===== config.mk =====
export PLATFORM = sky130hd
export DESIGN_NAME = timer_irq_top
export DESIGN_NICKNAME = d
export VERILOG_FILES = /design/src/rtl/timer_pkg.sv /design/src/rtl/presc_if.sv /design/src/rtl/presc_edge.sv /design/src/rtl/timer_irq_top.sv
export SDC_FILE = /design/constraint.sdc
export NUM_CORES = 1
export LEC_CHECK = 0
export ABC_AREA = 0
export BUFFER_PORTS_ARGS = -buffer_cell sky130_fd_sc_hd__buf_2
export CAP_MARGIN = 20
export CORE_MARGIN = 4
export CORE_UTILIZATION = 51
export DETAILED_ROUTE_END_ITERATION = 8
export GPL_TIMING_DRIVEN = 1
export PLACE_DENSITY_LB_ADDON = 0.05
export SLEW_MARGIN = 40
export SYNTH_ARGS = -nofsm -noshare
export SYNTH_HDL_FRONTEND = slang
export SYNTH_SLANG_ARGS = --single-unit

===== constraint.sdc =====
create_clock -name clk -period 2.8 [get_ports clk]
set_input_delay 0.56 -clock clk [delete_from_list [all_inputs] [get_ports clk]]
set_output_delay 0.56 -clock clk [all_outputs]
set_load 0.02 [all_outputs]

===== src/rtl/timer_pkg.sv =====
package timer_pkg;

    // bus geometry: byte address is four times the register index
    localparam int unsigned ADR_W = 10;
    localparam int unsigned DAT_W = 32;
    localparam int unsigned SEL_W = 4;

    // register indices
    localparam logic [7:0] IDX_FLAGS  = 8'h36;
    localparam logic [7:0] IDX_MASK   = 8'h6F;
    localparam logic [7:0] IDX_CLKSEL = 8'h70;
    localparam logic [7:0] IDX_SYNC   = 8'h71;

    // flag and mask bit positions
    localparam int unsigned BIT_OVF     = 0;
    localparam int unsigned BIT_CMP_A   = 1;
    localparam int unsigned BIT_CMP_B   = 2;
    localparam int unsigned BIT_CAPTURE = 5;
    localparam logic [7:0]  USED_BITS   = 8'h27;
    localparam logic [7:0]  FLAGS_RST   = 8'h00;
    localparam logic [7:0]  MASK_RST    = 8'h00;

    // clock select register fields
    localparam int unsigned CS16_LSB = 0;
    localparam int unsigned CS8_LSB  = 3;

    // prescaler sync register fields
    localparam int unsigned SYNC_TSM_BIT = 7;
    localparam int unsigned SYNC_PSR_BIT = 0;

    // clock select codes, in documented order 0..7
    typedef enum logic [2:0] {
        CS_STOP, CS_DIRECT, CS_DIV8, CS_DIV64,
        CS_DIV256, CS_DIV1024, CS_EXT_FALL, CS_EXT_RISE
    } clk_sel_e;
    localparam clk_sel_e CS_RST = CS_STOP;

    // prescaler: one tap fires when the low bits of the count are all ones
    localparam int unsigned PRESC_W = 10;
    localparam int unsigned TAP_N   = 4;
    typedef logic [PRESC_W-1:0] presc_t;
    localparam presc_t TAP_MASK [TAP_N] = '{
        10'h007, 10'h03F, 10'h0FF, 10'h3FF
    };

    // byte address of a register index
    function automatic logic [ADR_W-1:0] regAddr(input logic [7:0] idx);
        return {idx, 2'b00};
    endfunction : regAddr

    // waveform modes 8, 10, 12, 14 use the capture register as top
    function automatic logic capTopMode(input logic [3:0] wgm);
        return wgm[3] & ~wgm[0];
    endfunction : capTopMode

endpackage : timer_pkg


===== src/rtl/presc_if.sv =====
`timescale 1ns/1ns
`default_nettype none

// prescaler taps and synchronised pin edges, one-cycle pulses
interface presc_if;
    logic [3:0] tapPulse;   // div 8, 64, 256, 1024
    logic       extRise;    // rising edge of the count pin
    logic       extFall;    // falling edge of the count pin
    modport source (output tapPulse, output extRise, output extFall);
    modport sink   (input  tapPulse, input  extRise, input  extFall);
endinterface : presc_if

`default_nettype wire


===== src/rtl/presc_edge.sv =====
`timescale 1ns/1ns
`default_nettype none

module presc_edge (
    input  wire logic    clk,
    input  wire logic    rst_n,
    input  wire logic    prescReset,
    input  wire logic    extClkPin,
    presc_if.source      taps
);
    import timer_pkg::*;

    // all state of the prescaler and pin edge detector
    typedef struct packed {
        presc_t     cnt;       // free running divider
        logic       pinMeta;   // first synchroniser stage
        logic       pinSync;   // second synchroniser stage
        logic       pinPrev;   // previous synchronised level
        logic [3:0] tap;       // tap pulses
        logic       rise;      // rising edge pulse
        logic       fall;      // falling edge pulse
    } presc_s;

    presc_s s_r;
    presc_s s_nxt;

    // next state: divider, synchroniser, edge detector
    always_comb begin
        s_nxt = s_r;
        // sampled every cycle, two flops before the detector
        s_nxt.pinMeta = extClkPin;
        s_nxt.pinSync = s_r.pinMeta;
        s_nxt.pinPrev = s_r.pinSync;
        // one pulse per edge in either direction
        s_nxt.rise = s_r.pinSync & ~s_r.pinPrev;
        s_nxt.fall = ~s_r.pinSync & s_r.pinPrev;
        // divider runs regardless of any clock select
        if (prescReset) begin
            s_nxt.cnt = '0;
        end else begin
            s_nxt.cnt = s_r.cnt + presc_t'(1);
        end
        // four divided taps
        for (int i = 0; i < TAP_N; i++) begin
            s_nxt.tap[i] = ~prescReset &
                           ((s_r.cnt & TAP_MASK[i]) == TAP_MASK[i]);
        end
    end

    // state register, synchronous reset
    always_ff @(posedge clk) begin
        if (!rst_n) begin
            s_r <= '0;
        end else begin
            s_r <= s_nxt;
        end
    end

    assign taps.tapPulse = s_r.tap;
    assign taps.extRise  = s_r.rise;
    assign taps.extFall  = s_r.fall;
endmodule : presc_edge

`default_nettype wire


===== src/rtl/timer_irq_top.sv =====
// Behaviour
// irq needs mask, global enable and flag
// unused bits 7,6,4,3 read zero
// capture event sets capture flag
// capture-top mode: top reached sets capture flag
// vector execution clears its own flag
// writing one clears a flag
// writing zero leaves a flag alone
// compare flag set one tick after match
// forced compare never sets compare flag
// overflow event sets overflow flag
// shared prescaler, separate clock selects
// select 1 ticks every system cycle
// taps divide by 8, 64, 256, 1024
// prescaler free running, first tick 1..N+1
// prescaler reset restarts both timers' taps
// reset bit self clears unless sync mode
// select 0 stops, 2..5 pick taps
// pin sampled each cycle then edge detected
// sampling on rising system clock edge
// select 7 rising, 6 falling pin edges
// pin edge to tick about three cycles; this design takes four cycles
// software changes select with pin stable
// pin half period above one cycle
// pin edges bypass the prescaler
`timescale 1ns/1ns
`default_nettype none

module timer_irq_top (
    input  wire logic                      clk,
    input  wire logic                      rst_n,
    // wishbone classic slave
    input  wire logic [timer_pkg::ADR_W-1:0] adr_i,
    input  wire logic [timer_pkg::DAT_W-1:0] dat_i,
    output logic      [timer_pkg::DAT_W-1:0] dat_o,
    input  wire logic                      we_i,
    input  wire logic [timer_pkg::SEL_W-1:0] sel_i,
    input  wire logic                      cyc_i,
    input  wire logic                      stb_i,
    output logic                           ack_o,
    // core side
    input  wire logic                      globalIrqEn,
    input  wire logic [3:0]                vecAck,
    output logic      [3:0]                irqReq,
    // counter datapath side
    input  wire logic [3:0]                waveformModeBits,
    input  wire logic                      captureEvent,
    input  wire logic                      counterAtTop,
    input  wire logic                      cmpAMatch,
    input  wire logic                      cmpBMatch,
    input  wire logic                      forceCmpAStrobe,
    input  wire logic                      forceCmpBStrobe,
    input  wire logic                      overflowEvent,
    input  wire logic                      extClkPin,
    output logic                           timer16Tick,
    output logic                           timer8Tick
);
    import timer_pkg::*;

    // all state of the block
    typedef struct packed {
        logic [7:0] flags;    // interrupt flags
        logic [7:0] mask;     // interrupt mask
        clk_sel_e   cs16;     // 16-bit timer clock select
        clk_sel_e   cs8;      // 8-bit timer clock select
        logic       timer_sync_mode;      // sync mode
        logic       psr;      // shared prescaler reset
        logic       ack;      // bus acknowledge
        logic [7:0] rdat;     // read data
        logic [3:0] irq;      // interrupt requests
        logic       tick16;   // 16-bit timer clock enable
        logic       tick8;    // 8-bit timer clock enable
    } state_s;

    state_s s_r;
    state_s s_nxt;

    presc_if pif ();          // taps and pin edges

    // shared prescaler and pin edge detector
    presc_edge presc_edge_inst (
        .clk        (clk),
        .rst_n      (rst_n),
        .prescReset (s_r.psr),
        .extClkPin  (extClkPin),
        .taps       (pif.source)
    );

    // combinational helpers, given values at the top of the process
    logic       busReq;       // new request not yet answered
    logic       wrEn;         // write to byte lane 0
    logic       wrFlags;      // write hits the flag register
    logic [7:0] setFlags;     // hardware events
    logic [7:0] clrFlags;     // vector and software clears
    logic [7:0] wByte;        // written byte

    // clock enable from a clock select code
    function automatic logic pickTick(input clk_sel_e cs,
                                      input logic [3:0] tap,
                                      input logic rise,
                                      input logic fall);
        logic t;
        t = 1'b0;
        unique case (cs)
            CS_STOP:     t = 1'b0;        // no clock
            CS_DIRECT:   t = 1'b1;        // undivided
            CS_DIV8:     t = tap[0];      // divided taps
            CS_DIV64:    t = tap[1];
            CS_DIV256:   t = tap[2];
            CS_DIV1024:  t = tap[3];
            CS_EXT_FALL: t = fall;        // pin, no prescale
            CS_EXT_RISE: t = rise;
        endcase
        return t;
    endfunction : pickTick

    // next state: bus, flags, mask, clock selects, requests
    always_comb begin
        s_nxt    = s_r;
        busReq   = cyc_i & stb_i & ~s_r.ack;
        wrEn     = busReq & we_i & sel_i[0];
        wByte    = dat_i[7:0];
        wrFlags  = wrEn & (adr_i == regAddr(IDX_FLAGS));
        setFlags = 8'h00;
        clrFlags = 8'h00;

        // answer every request one cycle later, drop after one cycle
        s_nxt.ack  = busReq;
        s_nxt.rdat = s_r.rdat;
        if (busReq) begin
            unique case (adr_i)
                // unused bits of flags and mask read as zero
                regAddr(IDX_FLAGS):  s_nxt.rdat = s_r.flags & USED_BITS;
                regAddr(IDX_MASK):   s_nxt.rdat = s_r.mask & USED_BITS;
                regAddr(IDX_CLKSEL): s_nxt.rdat = {2'b00, s_r.cs8, s_r.cs16};
                regAddr(IDX_SYNC):   s_nxt.rdat = {s_r.timer_sync_mode, 6'h00, s_r.psr};
                default:             s_nxt.rdat = 8'h00;   // unmapped
            endcase
        end

        // flag events; datapath events other than captureEvent count only on a 16-bit tick
        setFlags[BIT_CAPTURE] = captureEvent
            | (s_r.tick16 & counterAtTop
               & capTopMode(waveformModeBits));
        // the match seen at this tick ends the matching timer cycle
        setFlags[BIT_CMP_A] = s_r.tick16 & cmpAMatch
                              & ~forceCmpAStrobe;
        setFlags[BIT_CMP_B] = s_r.tick16 & cmpBMatch
                              & ~forceCmpBStrobe;
        setFlags[BIT_OVF]   = s_r.tick16 & overflowEvent;

        // vector execution clears
        clrFlags[BIT_OVF]     = vecAck[0];
        clrFlags[BIT_CMP_A]   = vecAck[1];
        clrFlags[BIT_CMP_B]   = vecAck[2];
        clrFlags[BIT_CAPTURE] = vecAck[3];
        // write one clears, write zero keeps
        if (wrFlags) begin
            clrFlags = clrFlags | wByte;
        end
        // a set in the clearing cycle wins
        s_nxt.flags = ((s_r.flags & ~clrFlags) | setFlags) & USED_BITS;

        // mask and clock select writes
        if (wrEn && adr_i == regAddr(IDX_MASK)) begin
            s_nxt.mask = wByte & USED_BITS;
        end
        if (wrEn && adr_i == regAddr(IDX_CLKSEL)) begin
            // independent selects on one prescaler
            s_nxt.cs16 = clk_sel_e'(wByte[CS16_LSB +: 3]);
            s_nxt.cs8  = clk_sel_e'(wByte[CS8_LSB +: 3]);
        end

        // prescaler reset: held only while sync mode is on
        if (wrEn && adr_i == regAddr(IDX_SYNC)) begin
            s_nxt.timer_sync_mode = wByte[SYNC_TSM_BIT];
            s_nxt.psr = wByte[SYNC_PSR_BIT];
        end else if (!s_r.timer_sync_mode) begin
            s_nxt.psr = 1'b0;
        end

        // requests need mask, global enable and flag
        s_nxt.irq[0] = globalIrqEn & s_r.mask[BIT_OVF]
                       & s_r.flags[BIT_OVF];
        s_nxt.irq[1] = globalIrqEn & s_r.mask[BIT_CMP_A]
                       & s_r.flags[BIT_CMP_A];
        s_nxt.irq[2] = globalIrqEn & s_r.mask[BIT_CMP_B]
                       & s_r.flags[BIT_CMP_B];
        s_nxt.irq[3] = globalIrqEn & s_r.mask[BIT_CAPTURE]
                       & s_r.flags[BIT_CAPTURE];

        // timer clock enables, pin edge to tick in four cycles
        s_nxt.tick16 = pickTick(s_r.cs16, pif.tapPulse,
                                pif.extRise, pif.extFall);
        s_nxt.tick8  = pickTick(s_r.cs8, pif.tapPulse,
                                pif.extRise, pif.extFall);
    end

    // state register, synchronous reset to documented values
    always_ff @(posedge clk) begin
        if (!rst_n) begin
            s_r        <= '0;
            s_r.flags  <= FLAGS_RST;
            s_r.mask   <= MASK_RST;
            s_r.cs16   <= CS_RST;
            s_r.cs8    <= CS_RST;
        end else begin
            s_r <= s_nxt;
        end
    end

    // outputs straight from the state register
    assign ack_o       = s_r.ack;
    assign dat_o       = {{(DAT_W-8){1'b0}}, s_r.rdat};
    assign irqReq      = s_r.irq;
    assign timer16Tick = s_r.tick16;
    assign timer8Tick  = s_r.tick8;

    // helper: flag register read answered on the bus
    logic rdFlagsQ;
    always_ff @(posedge clk) begin
        if (!rst_n) begin
            rdFlagsQ <= 1'b0;
        end else begin
            rdFlagsQ <= busReq & ~we_i & (adr_i == regAddr(IDX_FLAGS));
        end
    end
endmodule : timer_irq_top

`default_nettype wire


==> flow_metrics.env <==
export IMPL_critPathLaunchType="primary input"
export IMPL_finalWirelength_mm=4.73
export IMPL_die_w_um=77.1
export IMPL_yosysUniqueCellTypes=51
export IMPL_vias=1899
export IMPL_power_leakage_nw=1.15
export IMPL_hp_class="flop to flop"
export IMPL_async_reset_ff_share_pct=0
export IMPL_cts_setup_buffers=0
export IMPL_setup_slack_ns=0.990
export IMPL_holdWs_ns=0.409
export IMPL_cts_tree="done"
export IMPL_numCtsBuffers=5
export IMPL_cts_sinks=49
export IMPL_timing_final_crit_share_pct=64.6
export IMPL_synthesis_area_um2=2430
export IMPL_vdd_ir_drop_max_v=0.000287
export IMPL_final_common_cell="buf_2"
export IMPL_groute_usage_overall_pct=16.3
export IMPL_design_die_area_um2=5940
export IMPL_setup_viol=0
export IMPL_synth_area_leaders="dfxtp_1 (40%), buf_4 (11%), nand2_1 (4.6%), mux2i_1 (4.5%), nor2_1 (3.2%)"
export IMPL_hold_viol=0
export IMPL_maxSlewHeadroom_pct=60.0
export IMPL_r2r_cells=4
export IMPL_drc_errors=0
export IMPL_endpoint_kind="flop"
export IMPL_power_density_nw_per_um2=469
export IMPL_rsz0062_at_grt="false"
export IMPL_met3_usage_pct=4.80
export IMPL_vias_per_cell=5.16
export IMPL_dpl_worst_slack_ns=0.649
export IMPL_reg2reg_slack_ns=1.22
export IMPL_grt_antenna_before_repair=0
export IMPL_yosysWarnings=0
export IMPL_crit_slowest_cell="or4_4"
export IMPL_met2_usage_pct=26.0
export IMPL_ant_nets=0
export IMPL_holdPathEnd="presc_edge_inst.taps.extRise"
export IMPL_cts_resized=0
export IMPL_clockBufferDepth=2
export IMPL_port_buffers=51
export IMPL_nets=385
export IMPL_cts_root_buf="clkbuf_8"
export IMPL_timing_fmax_mhz=552
export IMPL_path_cells="buf_2 -> or4_4 -> nor4_4 -> a311oi_1 -> o31a_1"
export IMPL_final_cell_mix="buf_2 (51), dfxtp_1 (49), nand2_1 (30)"
export IMPL_wl_per_cell_um=12.9
export IMPL_syn_to_final_growth_pct=7.71
export IMPL_io_pins=107
export IMPL_synth_top_cell_by_area="dfxtp_1"
export IMPL_seqPwrFrac_pct=57.7
export IMPL_internal_power_w=0.000916
export IMPL_path_max_fanout=7
export IMPL_grt_overflow=0
export IMPL_die_y_um=77.1
export IMPL_top_usage_layer="met2"
export IMPL_fin_skew_ns=0.00423
export IMPL_r2r_end="s_r[24]"
export IMPL_drv_slew=0
export IMPL_worstPathRequired_ns=3.00
export IMPL_gr_usage_met1_pct=21.5
export IMPL_dpl_hpwl_mm=3.65
export IMPL_combPwrFrac_pct=9.0
export IMPL_rows=24
export IMPL_fin_crit_ns=1.81
export IMPL_power_switching_w=0.000314
export IMPL_htreeDepth=2
export IMPL_synthFlopType="dfxtp_1"
export IMPL_hold_buffers=0
export IMPL_cts_clk_slew_worst_paths_ns=0.09
export IMPL_initial_core_util_pct=54.4
export IMPL_antenna_cells=0
export IMPL_swShare_pct=25.5
export IMPL_crit_type="primary input to flop"
export IMPL_p_clk_share_pct=33.4
export IMPL_fin_setup_tns_ns=0
export IMPL_syn_inst=276
export IMPL_holdCritStartpoint="presc_edge_inst.s_r[6]"
export IMPL_clk_latency_ns=0.30
export IMPL_drtIter0Drc=37
export IMPL_r2r_start="ack_o"
export IMPL_drive_gt1_share_pct=21.8
export IMPL_worst_path_largest_cell_delay_ns=0.56
export IMPL_dr_pass1_iters=4
export IMPL_synth_top_area_share_pct=40.3
export IMPL_arrival_ns=2.01
export IMPL_grt_pass1_vias=1768
export IMPL_grt_max_degree=34
export IMPL_synth_area_per_cell_um2=8.82
export IMPL_min_path_cells=1
export IMPL_cap_violations=0
export IMPL_grt_pass1_wl_mm=7.99
export IMPL_gp_congestion=0.883
export IMPL_coreArea_um2=4470
export IMPL_status="finished clean"
export IMPL_worstMarginPinSlew_ns=0.595
export IMPL_synth_edf_count=0
export IMPL_yosysSeqAreaShare_pct=40.3
export IMPL_synth_seq_cells=49
power groups by stage:
stage / registers [W] / clock network [W] / logic (W)
floorplan: 0.000725 / 0 / 0.0000980
finish: 0.000709 / 0.000411 / 0.000110
CTS: 0.000709 / 0.000427 / 0.000110
global placement: 0.000725 / 0 / 0.000109
detailed placement: 0.000725 / 0 / 0.000109
global route: 0.000710 / 0.000447 / 0.000121
through the flow:
step | utilization (%) | total power [W] | instances | instance area (um^2)
floorplan | - | 0.000823 | 300 | 2520
global placement | 56.5 | 0.000834 | 360 | 2530
detailed placement | 56.5 | 0.000835 | 360 | 2530
CTS | 58.6 | 0.00125 | 368 | 2620
global route | 58.6 | 0.00128 | 368 | 2620
finish | 58.6 | 0.00123 | 368 | 2620
worst max path at each step:
stage               depth (start not counted)  slack, ns  startpoint      end
finish                                      5       0.99    adr_i[2]  s_r[36]
global route                                5       0.87    adr_i[9]  s_r[36]
CTS                                         5       0.97    adr_i[2]  s_r[36]
detailed placement                          5       0.65    adr_i[2]  s_r[36]
global placement                            5       0.65    adr_i[2]  s_r[36]
floorplan                                   4       0.94    adr_i[9]  s_r[36]
flip-flops by register name, indices dropped and copies added, names as in the netlist:
register	flops
presc_edge_inst.taps.extFall	1
s_r	16
irqReq	4
presc_edge_inst.taps.tapPulse	4
presc_edge_inst.s_nxt	2
timer16Tick	1
ack_o	1
presc_edge_inst.s_r	11
presc_edge_inst.taps.extRise	1
timer8Tick	1
dat_o	7
worst max-delay path, delay by kind of cell:
kind                   cells  cell delay (ns)
AO/OA/AOI/OAI              2             0.41
buffers and inverters      1             0.12
AND/OR/NAND/NOR            2             0.91
logic make-up after synthesis:
logic type / Yosys count / share of synthesized area (%)
AO/OA/AOI/OAI: 32 / 8.59
XOR/XNOR: 7 / 2.52
adder cells (fa/ha/maj): 2 / 1.03
buffers and inverters: 54 / 14.9
flip-flops: 49 / 40.3
multiplexers: 11 / 4.52
other: 1 / 0.154
AND/OR/NAND/NOR: 120 / 28.0
routing by layer:
metal | vias up | routed length [um]
li1 | 973 | -
met1 | 856 | 2240
met2 | 66 | 2080
met3 | 4 | 360
met4 | 0 | 49
met5 | - | 0
synth_stat cells (2+ instances only):
cell type / number
nor2_1: 21
xnor2_1: 2
ha_1: 2
dfxtp_1: 49
buf_4: 36
nand3_1: 14
a221oi_1: 2
nand4b_1: 3
nor3_1: 7
nor2b_1: 3
a21oi_1: 6
nand2b_1: 2
mux2i_1: 11
xor2_1: 5
nand2_1: 30
clkbuf_1: 6
nand4_1: 5
a22oi_1: 2
o21ai_0: 3
o21ai_1: 6
nand3b_1: 3
a21boi_1: 3
inv_1: 8
buf_6: 2
a32oi_1: 2
and3_1: 10
and2_1: 6
o22ai_1: 4
area by class of cell:
cell class | instances | area, um^2
well taps | 52 | 65.1
inverters | 9 | 33.8
repair buffers | 53 | 270
clock inverters | 3 | 22.5
clock buffers | 5 | 68.8
multi-input cells | 197 | 1180
fillers | 430 | 1850
flip-flops and latches | 49 | 981
No activity file was read; power rests on OpenSTA's default activity.
